[src/hw/iak_regs.svh]
// constants for the interrupt acknowledge block
`ifndef IAK_REGS_SVH
`define IAK_REGS_SVH
`define IAK_NSRC 13
`define IAK_PSW_RST 8'h02
`define IAK_IE_BIT 7
`define IAK_ISP_BIT 1
`define IAK_MSK_RST 13'h1fff
`define IAK_PRI_RST 13'h1fff
`define IAK_REQ_RST 13'h0000
`define IAK_EXT0_SRC 1
`define IAK_SMP_DIV 8'h07
`define IAK_VEC_NMI 16'h0004
`define IAK_VEC_BRK 16'h003e
`define IAK_VEC_BASE 16'h0006
`endif

[src/hw/iak_pkg.sv]
// types for the interrupt acknowledge block
package iak_pkg;
    typedef enum logic [3:0] {
        IAK_OP_NOP = 4'h0,
        IAK_OP_EI = 4'h1,
        IAK_OP_DI = 4'h2,
        IAK_OP_PSW_WR = 4'h3,
        IAK_OP_PSW_SET = 4'h4,
        IAK_OP_PSW_CLR = 4'h5,
        IAK_OP_PUSH_PSW = 4'h6,
        IAK_OP_POP_PSW = 4'h7,
        IAK_OP_IRQ_RETURN_INSTR = 4'h8,
        IAK_OP_BREAK_RETURN_INSTR = 4'h9,
        IAK_OP_BRK = 4'ha,
        IAK_OP_REQ_WR = 4'hb,
        IAK_OP_MSK_WR = 4'hc,
        IAK_OP_PRI_WR = 4'hd
    } iak_op_type;

    typedef struct packed {
        logic valid;
        iak_op_type op;
        logic [15:0] data;
        logic [2:0] bitno;
    } iak_cmd_type;

    typedef struct packed {
        logic valid;
        logic [7:0] data;
    } iak_push_type;

    typedef enum logic [2:0] {
        IAK_ST_IDLE = 3'h0,
        IAK_ST_WAIT = 3'h1,
        IAK_ST_PSW = 3'h3,
        IAK_ST_PCH = 3'h2,
        IAK_ST_PCL = 3'h6,
        IAK_ST_VEC = 3'h7
    } iak_state_type;

    typedef enum logic [1:0] {
        IAK_K_NMI = 2'h0,
        IAK_K_MASK = 2'h1,
        IAK_K_BRK = 2'h2
    } iak_kind_type;
endpackage

[src/hw/iak_top.sv]
// interrupt acknowledge logic: filter, flags, arbitration, status word, stacking
`timescale 1ns/1ps
`default_nettype none
`include "iak_regs.svh"

////////////////////////////////////////////////////////////////////////////////
module iak_top (
    input wire logic clk_i,
    input wire logic rst_i,
    input wire logic boundary_i,
    input var iak_pkg::iak_cmd_type cmd_i,
    input wire logic [15:0] pc_i,
    input wire logic [7:0] stack_data_i,
    input wire logic nmi_i,
    input wire logic [`IAK_NSRC-1:0] irq_event_i,
    input wire logic ext_irq_input0_i,
    output logic [7:0] processor_status_flags_o,
    output iak_pkg::iak_push_type push_o,
    output logic vector_valid_o,
    output logic [15:0] vector_addr_o,
    output logic busy_o,
    output logic nmi_in_service_o,
    output logic [`IAK_NSRC-1:0] irq_request_flag_o,
    output logic [`IAK_NSRC-1:0] irq_mask_flag_o,
    output logic [`IAK_NSRC-1:0] urgency_select_flag_o
);
    iak_pkg::iak_state_type state;
    iak_pkg::iak_state_type next_state;
    iak_pkg::iak_kind_type kind;
    logic [7:0] smp_cnt;
    logic smp_en;
    logic ext_smp0;
    logic ext_smp1;
    logic ext_lvl;
    logic ext_rise;
    logic nmi_pend;
    logic ret_hold;
    logic [7:0] saved_psw;
    logic [15:0] saved_pc;
    logic [3:0] sel;
    logic [3:0] arb_idx;
    logic arb_found;
    logic arb_hi;
    logic [`IAK_NSRC-1:0] elig;
    logic [`IAK_NSRC-1:0] set_vec;
    logic idle;
    logic cmd_ok;
    logic take;
    logic take_nmi;
    logic take_mask;
    logic take_brk;
    logic global_irq_enable;
    logic in_service_priority;
    localparam logic [`IAK_NSRC-1:0] req_rst = `IAK_REQ_RST;
    localparam logic [`IAK_NSRC-1:0] msk_rst = `IAK_MSK_RST;
    localparam logic [`IAK_NSRC-1:0] pri_rst = `IAK_PRI_RST;

    assign global_irq_enable = processor_status_flags_o[`IAK_IE_BIT];
    assign in_service_priority = processor_status_flags_o[`IAK_ISP_BIT];
    assign idle = (state == iak_pkg::IAK_ST_IDLE);
    assign cmd_ok = cmd_i.valid && idle;

    ////////////////////////////////////////////////////////////////////////////
    // ext0 noise filter
    assign smp_en = (smp_cnt == `IAK_SMP_DIV);

    always_ff @(posedge clk_i or posedge rst_i) begin
        if (rst_i) begin
            smp_cnt <= 8'h00;
            ext_smp0 <= 1'b0;
            ext_smp1 <= 1'b0;
            ext_lvl <= 1'b0;
            ext_rise <= 1'b0;
        end else begin
            smp_cnt <= smp_en ? 8'h00 : smp_cnt + 8'h01;
            ext_rise <= 1'b0;
            if (smp_en) begin
                ext_smp0 <= ext_irq_input0_i;
                ext_smp1 <= ext_smp0;
                ext_lvl <= ext_smp0 && ext_smp1;
                ext_rise <= ext_smp0 && ext_smp1 && !ext_lvl;
            end
        end
    end

    ////////////////////////////////////////////////////////////////////////////
    // arbitration
    always_comb begin
        elig = irq_request_flag_o & ~irq_mask_flag_o;
        arb_found = 1'b0;
        arb_hi = 1'b0;
        arb_idx = 4'h0;
        for (int i = `IAK_NSRC - 1; i >= 0; i--) begin
            if (elig[i] && !arb_hi) begin
                arb_found = 1'b1;
                arb_idx = 4'(i);
            end
        end
        for (int i = `IAK_NSRC - 1; i >= 0; i--) begin
            if (elig[i] && !urgency_select_flag_o[i]) begin
                arb_hi = 1'b1;
                arb_idx = 4'(i);
            end
        end
    end

    // nmi and maskable decisions only at boundaries; break is taken on its command
    assign take = boundary_i && idle && !ret_hold;
    assign take_nmi = take && nmi_pend && !nmi_in_service_o;
    assign take_mask = take && !nmi_pend && !nmi_in_service_o && arb_found
        && global_irq_enable && (arb_hi || in_service_priority);
    assign take_brk = cmd_ok && cmd_i.op == iak_pkg::IAK_OP_BRK && !take_nmi && !take_mask;

    ////////////////////////////////////////////////////////////////////////////
    // non-maskable tracking
    always_ff @(posedge clk_i or posedge rst_i) begin
        if (rst_i) begin
            nmi_pend <= 1'b0;
            nmi_in_service_o <= 1'b0;
            ret_hold <= 1'b0;
        end else begin
            if (nmi_i) begin
                nmi_pend <= 1'b1;
            end else if (take_nmi) begin
                nmi_pend <= 1'b0;
            end
            if (take_nmi) begin
                nmi_in_service_o <= 1'b1;
            end else if (cmd_ok && cmd_i.op == iak_pkg::IAK_OP_IRQ_RETURN_INSTR) begin
                nmi_in_service_o <= 1'b0;
            end
            if (cmd_ok && (cmd_i.op == iak_pkg::IAK_OP_IRQ_RETURN_INSTR
                || cmd_i.op == iak_pkg::IAK_OP_BREAK_RETURN_INSTR)) begin
                ret_hold <= 1'b1;
            end else if (boundary_i) begin
                ret_hold <= 1'b0;
            end
        end
    end

    ////////////////////////////////////////////////////////////////////////////
    // request, mask and urgency flags
    generate
        for (genvar g = 0; g < `IAK_NSRC; g++) begin : g_src
            assign set_vec[g] = irq_event_i[g] || (g == `IAK_EXT0_SRC && ext_rise);
            always_ff @(posedge clk_i or posedge rst_i) begin
                if (rst_i) begin
                    irq_request_flag_o[g] <= req_rst[g];
                    irq_mask_flag_o[g] <= msk_rst[g];
                    urgency_select_flag_o[g] <= pri_rst[g];
                end else begin
                    if (set_vec[g]) begin
                        irq_request_flag_o[g] <= 1'b1;
                    end else if (take_mask && arb_idx == 4'(g)) begin
                        irq_request_flag_o[g] <= 1'b0;
                    end else if (cmd_ok && cmd_i.op == iak_pkg::IAK_OP_REQ_WR) begin
                        irq_request_flag_o[g] <= cmd_i.data[g];
                    end
                    if (cmd_ok && cmd_i.op == iak_pkg::IAK_OP_MSK_WR) begin
                        irq_mask_flag_o[g] <= cmd_i.data[g];
                    end
                    if (cmd_ok && cmd_i.op == iak_pkg::IAK_OP_PRI_WR) begin
                        urgency_select_flag_o[g] <= cmd_i.data[g];
                    end
                end
            end
        end
    endgenerate

    ////////////////////////////////////////////////////////////////////////////
    // status word
    always_ff @(posedge clk_i or posedge rst_i) begin
        if (rst_i) begin
            processor_status_flags_o <= `IAK_PSW_RST;
        end else if (take_nmi) begin
            processor_status_flags_o[`IAK_IE_BIT] <= 1'b0;
            processor_status_flags_o[`IAK_ISP_BIT] <= 1'b0;
        end else if (take_mask) begin
            processor_status_flags_o[`IAK_IE_BIT] <= 1'b0;
            processor_status_flags_o[`IAK_ISP_BIT] <= urgency_select_flag_o[arb_idx];
        end else if (take_brk) begin
            processor_status_flags_o[`IAK_IE_BIT] <= 1'b0;
        end else if (cmd_ok) begin
            case (cmd_i.op)
                iak_pkg::IAK_OP_EI: processor_status_flags_o[`IAK_IE_BIT] <= 1'b1;
                iak_pkg::IAK_OP_DI: processor_status_flags_o[`IAK_IE_BIT] <= 1'b0;
                iak_pkg::IAK_OP_PSW_WR: processor_status_flags_o <= cmd_i.data[7:0];
                iak_pkg::IAK_OP_PSW_SET: processor_status_flags_o[cmd_i.bitno] <= 1'b1;
                iak_pkg::IAK_OP_PSW_CLR: processor_status_flags_o[cmd_i.bitno] <= 1'b0;
                iak_pkg::IAK_OP_POP_PSW,
                iak_pkg::IAK_OP_IRQ_RETURN_INSTR,
                iak_pkg::IAK_OP_BREAK_RETURN_INSTR: processor_status_flags_o <= stack_data_i;
                default: processor_status_flags_o <= processor_status_flags_o;
            endcase
        end
    end

    ////////////////////////////////////////////////////////////////////////////
    // acceptance sequencer
    always_comb begin
        next_state = state;
        case (state)
            iak_pkg::IAK_ST_IDLE: begin
                if (take_mask && !arb_hi) begin
                    next_state = iak_pkg::IAK_ST_WAIT;
                end else if (take_nmi || take_mask || take_brk) begin
                    next_state = iak_pkg::IAK_ST_PSW;
                end
            end
            iak_pkg::IAK_ST_WAIT: next_state = iak_pkg::IAK_ST_PSW;
            iak_pkg::IAK_ST_PSW: next_state = iak_pkg::IAK_ST_PCH;
            iak_pkg::IAK_ST_PCH: next_state = iak_pkg::IAK_ST_PCL;
            iak_pkg::IAK_ST_PCL: next_state = iak_pkg::IAK_ST_VEC;
            iak_pkg::IAK_ST_VEC: next_state = iak_pkg::IAK_ST_IDLE;
            default: next_state = iak_pkg::IAK_ST_IDLE;
        endcase
    end

    always_ff @(posedge clk_i or posedge rst_i) begin
        if (rst_i) begin
            state <= iak_pkg::IAK_ST_IDLE;
            kind <= iak_pkg::IAK_K_NMI;
            sel <= 4'h0;
            saved_psw <= `IAK_PSW_RST;
            saved_pc <= 16'h0000;
        end else begin
            state <= next_state;
            if (idle && (take_nmi || take_mask || take_brk)) begin
                saved_psw <= processor_status_flags_o;
                saved_pc <= pc_i;
                sel <= arb_idx;
                kind <= take_nmi ? iak_pkg::IAK_K_NMI :
                    (take_mask ? iak_pkg::IAK_K_MASK : iak_pkg::IAK_K_BRK);
            end
        end
    end

    // stack and vector outputs
    always_ff @(posedge clk_i or posedge rst_i) begin
        if (rst_i) begin
            push_o <= '0;
            vector_valid_o <= 1'b0;
            vector_addr_o <= 16'h0000;
            busy_o <= 1'b0;
        end else begin
            busy_o <= (next_state != iak_pkg::IAK_ST_IDLE);
            vector_valid_o <= (state == iak_pkg::IAK_ST_VEC);
            push_o.valid <= 1'b0;
            case (state)
                iak_pkg::IAK_ST_PSW: push_o <= {1'b1, saved_psw};
                iak_pkg::IAK_ST_PCH: push_o <= {1'b1, saved_pc[15:8]};
                iak_pkg::IAK_ST_PCL: push_o <= {1'b1, saved_pc[7:0]};
                default: begin
                    if (cmd_ok && cmd_i.op == iak_pkg::IAK_OP_PUSH_PSW) begin
                        push_o <= {1'b1, processor_status_flags_o};
                    end
                end
            endcase
            if (state == iak_pkg::IAK_ST_VEC) begin
                case (kind)
                    iak_pkg::IAK_K_NMI: vector_addr_o <= `IAK_VEC_NMI;
                    iak_pkg::IAK_K_BRK: vector_addr_o <= `IAK_VEC_BRK;
                    default: vector_addr_o <= `IAK_VEC_BASE + {11'h000, sel, 1'b0};
                endcase
            end
        end
    end

    ////////////////////////////////////////////////////////////////////////////
    // checks
    chk_ext_filter: assert property (@(posedge clk_i) disable iff (rst_i)
        ext_rise |=> irq_request_flag_o[`IAK_EXT0_SRC])
        else $error("ext0 flag not set after filtered edge");
    chk_accept_ie: assert property (@(posedge clk_i) disable iff (rst_i)
        (take_nmi || take_mask || take_brk) |=> !global_irq_enable)
        else $error("enable not cleared on acceptance");
    chk_isp_copy: assert property (@(posedge clk_i) disable iff (rst_i)
        take_mask |=> in_service_priority == $past(urgency_select_flag_o[arb_idx]))
        else $error("in-service bit not copied from urgency");
    chk_nmi_stack: assert property (@(posedge clk_i) disable iff (rst_i)
        take_nmi |=> !in_service_priority ##1 push_o.valid && push_o.data == saved_psw
        ##1 push_o.valid ##1 push_o.valid ##1 vector_valid_o)
        else $error("non-maskable stacking sequence wrong");
    chk_nmi_nest: assert property (@(posedge clk_i) disable iff (rst_i)
        nmi_in_service_o |-> !take_nmi && !take_mask)
        else $error("acceptance during non-maskable service");
    chk_mask_gate: assert property (@(posedge clk_i) disable iff (rst_i)
        take_mask |-> global_irq_enable && !irq_mask_flag_o[arb_idx]
        && (in_service_priority || !urgency_select_flag_o[arb_idx]))
        else $error("maskable accepted while not allowed");
    chk_req_clear: assert property (@(posedge clk_i) disable iff (rst_i)
        take_mask && !set_vec[arb_idx] |=> !irq_request_flag_o[$past(arb_idx)])
        else $error("request flag not cleared on acceptance");
    chk_urgent_pick: assert property (@(posedge clk_i) disable iff (rst_i)
        take_mask && |(elig & ~urgency_select_flag_o) |-> !urgency_select_flag_o[arb_idx])
        else $error("low urgency chosen over high");
    chk_low_wait: assert property (@(posedge clk_i) disable iff (rst_i)
        take_mask && !arb_hi |-> ##2 !push_o.valid ##1 push_o.valid ##3 vector_valid_o)
        else $error("low urgency extra cycle missing");
endmodule
`default_nettype wire

[config.mk]
export PLATFORM = sky130hd
export DESIGN_NAME = iak_top
export DESIGN_NICKNAME = d
export VERILOG_FILES = /design/src/hw/iak_pkg.sv /design/src/hw/iak_top.sv
export VERILOG_INCLUDE_DIRS = /design/src /design/src/hw
export SDC_FILE = /design/constraint.sdc
export NUM_CORES = 1
export LEC_CHECK = 0
export ABC_AREA = 0
export CORE_MARGIN = 8
export CORE_UTILIZATION = 25
export CTS_CLUSTER_DIAMETER = 200
export DETAILED_ROUTE_END_ITERATION = 8
export DONT_BUFFER_PORTS = 1
export MAX_ROUTING_LAYER = met4
export PLACE_DENSITY = 0.4
export REMOVE_ABC_BUFFERS = 1
export SLEW_MARGIN = 30
export SYNTH_ARGS = -nofsm -noshare
export SYNTH_HDL_FRONTEND = slang
export SYNTH_SLANG_ARGS = --single-unit
[constraint.sdc]
create_clock -name clk_i -period 9.5 [get_ports clk_i]
set_clock_uncertainty 0.2 [all_clocks]
set_input_delay 1.9 -clock clk_i [delete_from_list [all_inputs] [get_ports clk_i]]
set_output_delay 1.9 -clock clk_i [all_outputs]
set_load 0.1 [all_outputs]
==> results.sh <==
export IMPL_status="finished clean"
export IMPL_worstSetupPathDepth=9
export IMPL_coreArea_um2=23500
export IMPL_end_kind="register"
export IMPL_fin_crit_sh_pct=44.8
export IMPL_synth_top_area_share_pct=34.6
export IMPL_fmax_mhz=235
export IMPL_die_height_um=171
export IMPL_place_area_um2=6310
export IMPL_clockBufferDepth=2
export IMPL_drt_total_wl_um=19600
export IMPL_grt_max_degree=80
export IMPL_hold_viol_final=0
export IMPL_drive_gt1_share_pct=17.4
export IMPL_ant_nets=0
export IMPL_cts_resized=0
export IMPL_syn_area_um2=6010
export IMPL_gp_congestion=0.818
export IMPL_initial_core_util_pct=25.5
export IMPL_seqCellArea_um2=2810
export IMPL_crit_type="reg -> reg"
export IMPL_clock_sinks=111
export IMPL_layout_min_cycle_time_ns=4.25
export IMPL_avgViaCountPerCell=4.94
export IMPL_worst_slew_pin_slew_ns=1.02
export IMPL_hold_path_class="reg -> reg"
export IMPL_path_max_fanout=28
export IMPL_grt_pass1_wl_um=30000
export IMPL_synth_cell_types=74
export IMPL_synth_area_top_cells="dfrtp_1, dfstp_2, mux2_2"
export IMPL_synth_cells=631
export IMPL_critPathLaunchType="register"
export IMPL_ctsHoldBuffers=0
export IMPL_ys_flop_type="dfrtp_1"
export IMPL_power_density_nw_per_um2=326
export IMPL_rr_startpoint="irq_request_flag_o[6]"
export IMPL_cts_tree="built"
export IMPL_multi_input_area_um2=2980
export IMPL_critical_path_slowest_cell="dfrtp_1"
export IMPL_netlist_top_cells_count="nand2_1, dfrtp_1, mux2_2, a21oi_1, nor2_1"
export IMPL_detail_route_first_pass_iterations=4
export IMPL_max_slew_margin_rel_pct=32.1
export IMPL_crit_chain="nor3b_1 -> nor4_1 -> nand3_1 -> o311ai_2 -> and3_1 -> buf_4 -> nand2_1 -> o21ai_0 -> o21ai_1"
export IMPL_max_cap_viol_count=0
export IMPL_drc=0
export IMPL_h_tree_depth=3
export IMPL_rows=56
export IMPL_nets=691
export IMPL_synth_seq_area_share_pct=46.8
export IMPL_antenna_found_initial=1
export IMPL_grt_use_total_pct=13.9
export IMPL_clkSlewWorstSetupHoldPaths_ns=0.08
export IMPL_areaGrowthSynthToFinish_pct=10.1
export IMPL_nFillCells=2547
export IMPL_insertion_delay_ns=0.36
export IMPL_yosysWarnings=0
export IMPL_yosys_area_top_type="dfrtp_1"
export IMPL_fp_dieArea_um2=29200
export IMPL_holdWs_ns=0.236
export IMPL_async_flop_share_pct=100
export IMPL_grt_pass1_vias=4822
export IMPL_ys_ff_latch=111
export IMPL_timing_setup_tns_ns=0
export IMPL_p_total_mw=2.16
export IMPL_crit_path_start="irq_request_flag_o[6]"
export IMPL_finalMaxSlewViolations=0
export IMPL_portBuffers=0
export IMPL_critical_path_buf_inv_count=1
export IMPL_crit_required_ns=9.53
export IMPL_cts_setup_buffers=0
export IMPL_irDropWorstVdd_mv=0.138
export IMPL_hpwl_um=14900
export IMPL_slowest_delay_ns=0.77
export IMPL_regToRegSetupSlack_ns=5.25
export IMPL_path_delay_family="simple AND/OR/NAND/NOR gates"
export IMPL_syn_mean_instance_area_um2=9.52
export IMPL_die_w_um=171
export IMPL_arrival_ns=4.28
export IMPL_io_pin_count=141
export IMPL_diodes=0
export IMPL_synth_most_common_cell="nand2_1"
export IMPL_grt_overflow_total=0
export IMPL_min_from="ext_rise"
export IMPL_wl_per_cell_um=20.7
export IMPL_rsz0062_at_grt="false"
export IMPL_vias=4680
export IMPL_drt_iter0_drc=336
export IMPL_root_buffer="clkbuf_16"
export IMPL_finalSetupViolCount=0
export IMPL_rr_endpoint="processor_status_flags_o[5]"
export IMPL_holdPathStages=1
export IMPL_leakage_nw=2.70
export IMPL_synth_edf_count=0
export IMPL_cts_buffers_inserted=9
export IMPL_post_route_cell_area_um2=6620
export IMPL_min_to="irq_request_flag_o[1]"
export IMPL_reg2reg_depth=9
export IMPL_final_core_utilization_pct=28.1
[worst max-delay path by stage]
stage                             endpoint  slack (ns)
2_1_floorplan                       busy_o        4.52
3_3_place_gp   processor_status_flags_o[4]        5.12
3_5_place_dp                      state[0]        5.07
4_1_cts        processor_status_flags_o[4]        5.32
5_1_grt        processor_status_flags_o[4]        4.97
6_report       processor_status_flags_o[5]        5.25
[registers in the layout, indices dropped and copies added, names as in the netlist, 2 cells and up]
signal	cells
saved_pc	16
irq_mask_flag_o	13
irq_request_flag_o	13
urgency_select_flag_o	13
push_o	9
processor_status_flags_o	8
saved_psw	8
smp_cnt	8
vector_addr_o	5
sel	4
state	3
kind	2
[routing by layer]
layer | GRT usage, % | share of wire (%) | vias up
li1 | - | - | 2212
met1 | 16.6 | 43 | 2302
met2 | 22.0 | 47 | 148
met3 | 4.75 | 8.7 | 18
met4 | 4.20 | 1.6 | 0
met5 | - | 0 | -
[cell families after synthesis]
family	count (synthesis)	share of synthesized area, %
simple gates	246	20.1
compound gates	151	17.0
flops	111	46.8
mux	56	10.1
buf+inv	56	4.29
xor+xnor	8	1.17
fa+ha+maj	2	0.416
other cells	1	0.0624
[cells in the final DEF, fill, tap and decap left out, types with 8 or more instances in the layout]
cell | netlist | final
a21oi_1 | 35 | 35
a22oi_1 | 12 | 12
clkbuf_16 | 0 | 9
conb_1 | 1 | 11
dfrtp_1 | 83 | 82
dfstp_2 | 28 | 28
inv_1 | 23 | 22
mux2_2 | 36 | 36
mux2i_1 | 20 | 20
nand2_1 | 107 | 106
nand2b_1 | 14 | 14
nand3_1 | 14 | 14
nor2_1 | 34 | 34
nor2b_1 | 14 | 14
nor3b_1 | 12 | 12
o21ai_0 | 21 | 21
o21ai_1 | 12 | 12
o22ai_1 | 8 | 8
or2_2 | 11 | 11
[stage by stage]
step | setup WS [ns] | cells
floorplan | 4.52 | 608
global placement | 5.12 | 931
detailed placement | 5.07 | 931
CTS | 5.32 | 947
global route | 4.97 | 947
finish | 5.25 | 947
[power breakdown]
group / internal (mW) / total [mW] / switching, mW
clock network: 0.192 / 0.385 / 0.192
logic: 0.187 / 0.455 / 0.269
registers: 0.631 / 1.32 / 0.687
[area by class of cell]
| cell class | instances | share of cell area, % |
|---|---|---|
| clock buffers | 10 | 3.61 |
| clock inverters | 6 | 0.870 |
| inverters | 23 | 1.34 |
| multi-input cells | 474 | 45.1 |
| flip-flops and latches | 111 | 42.5 |
| well taps | 319 | 6.03 |
| repair buffers | 4 | 0.511 |
(Power assumes the default switching activity.)
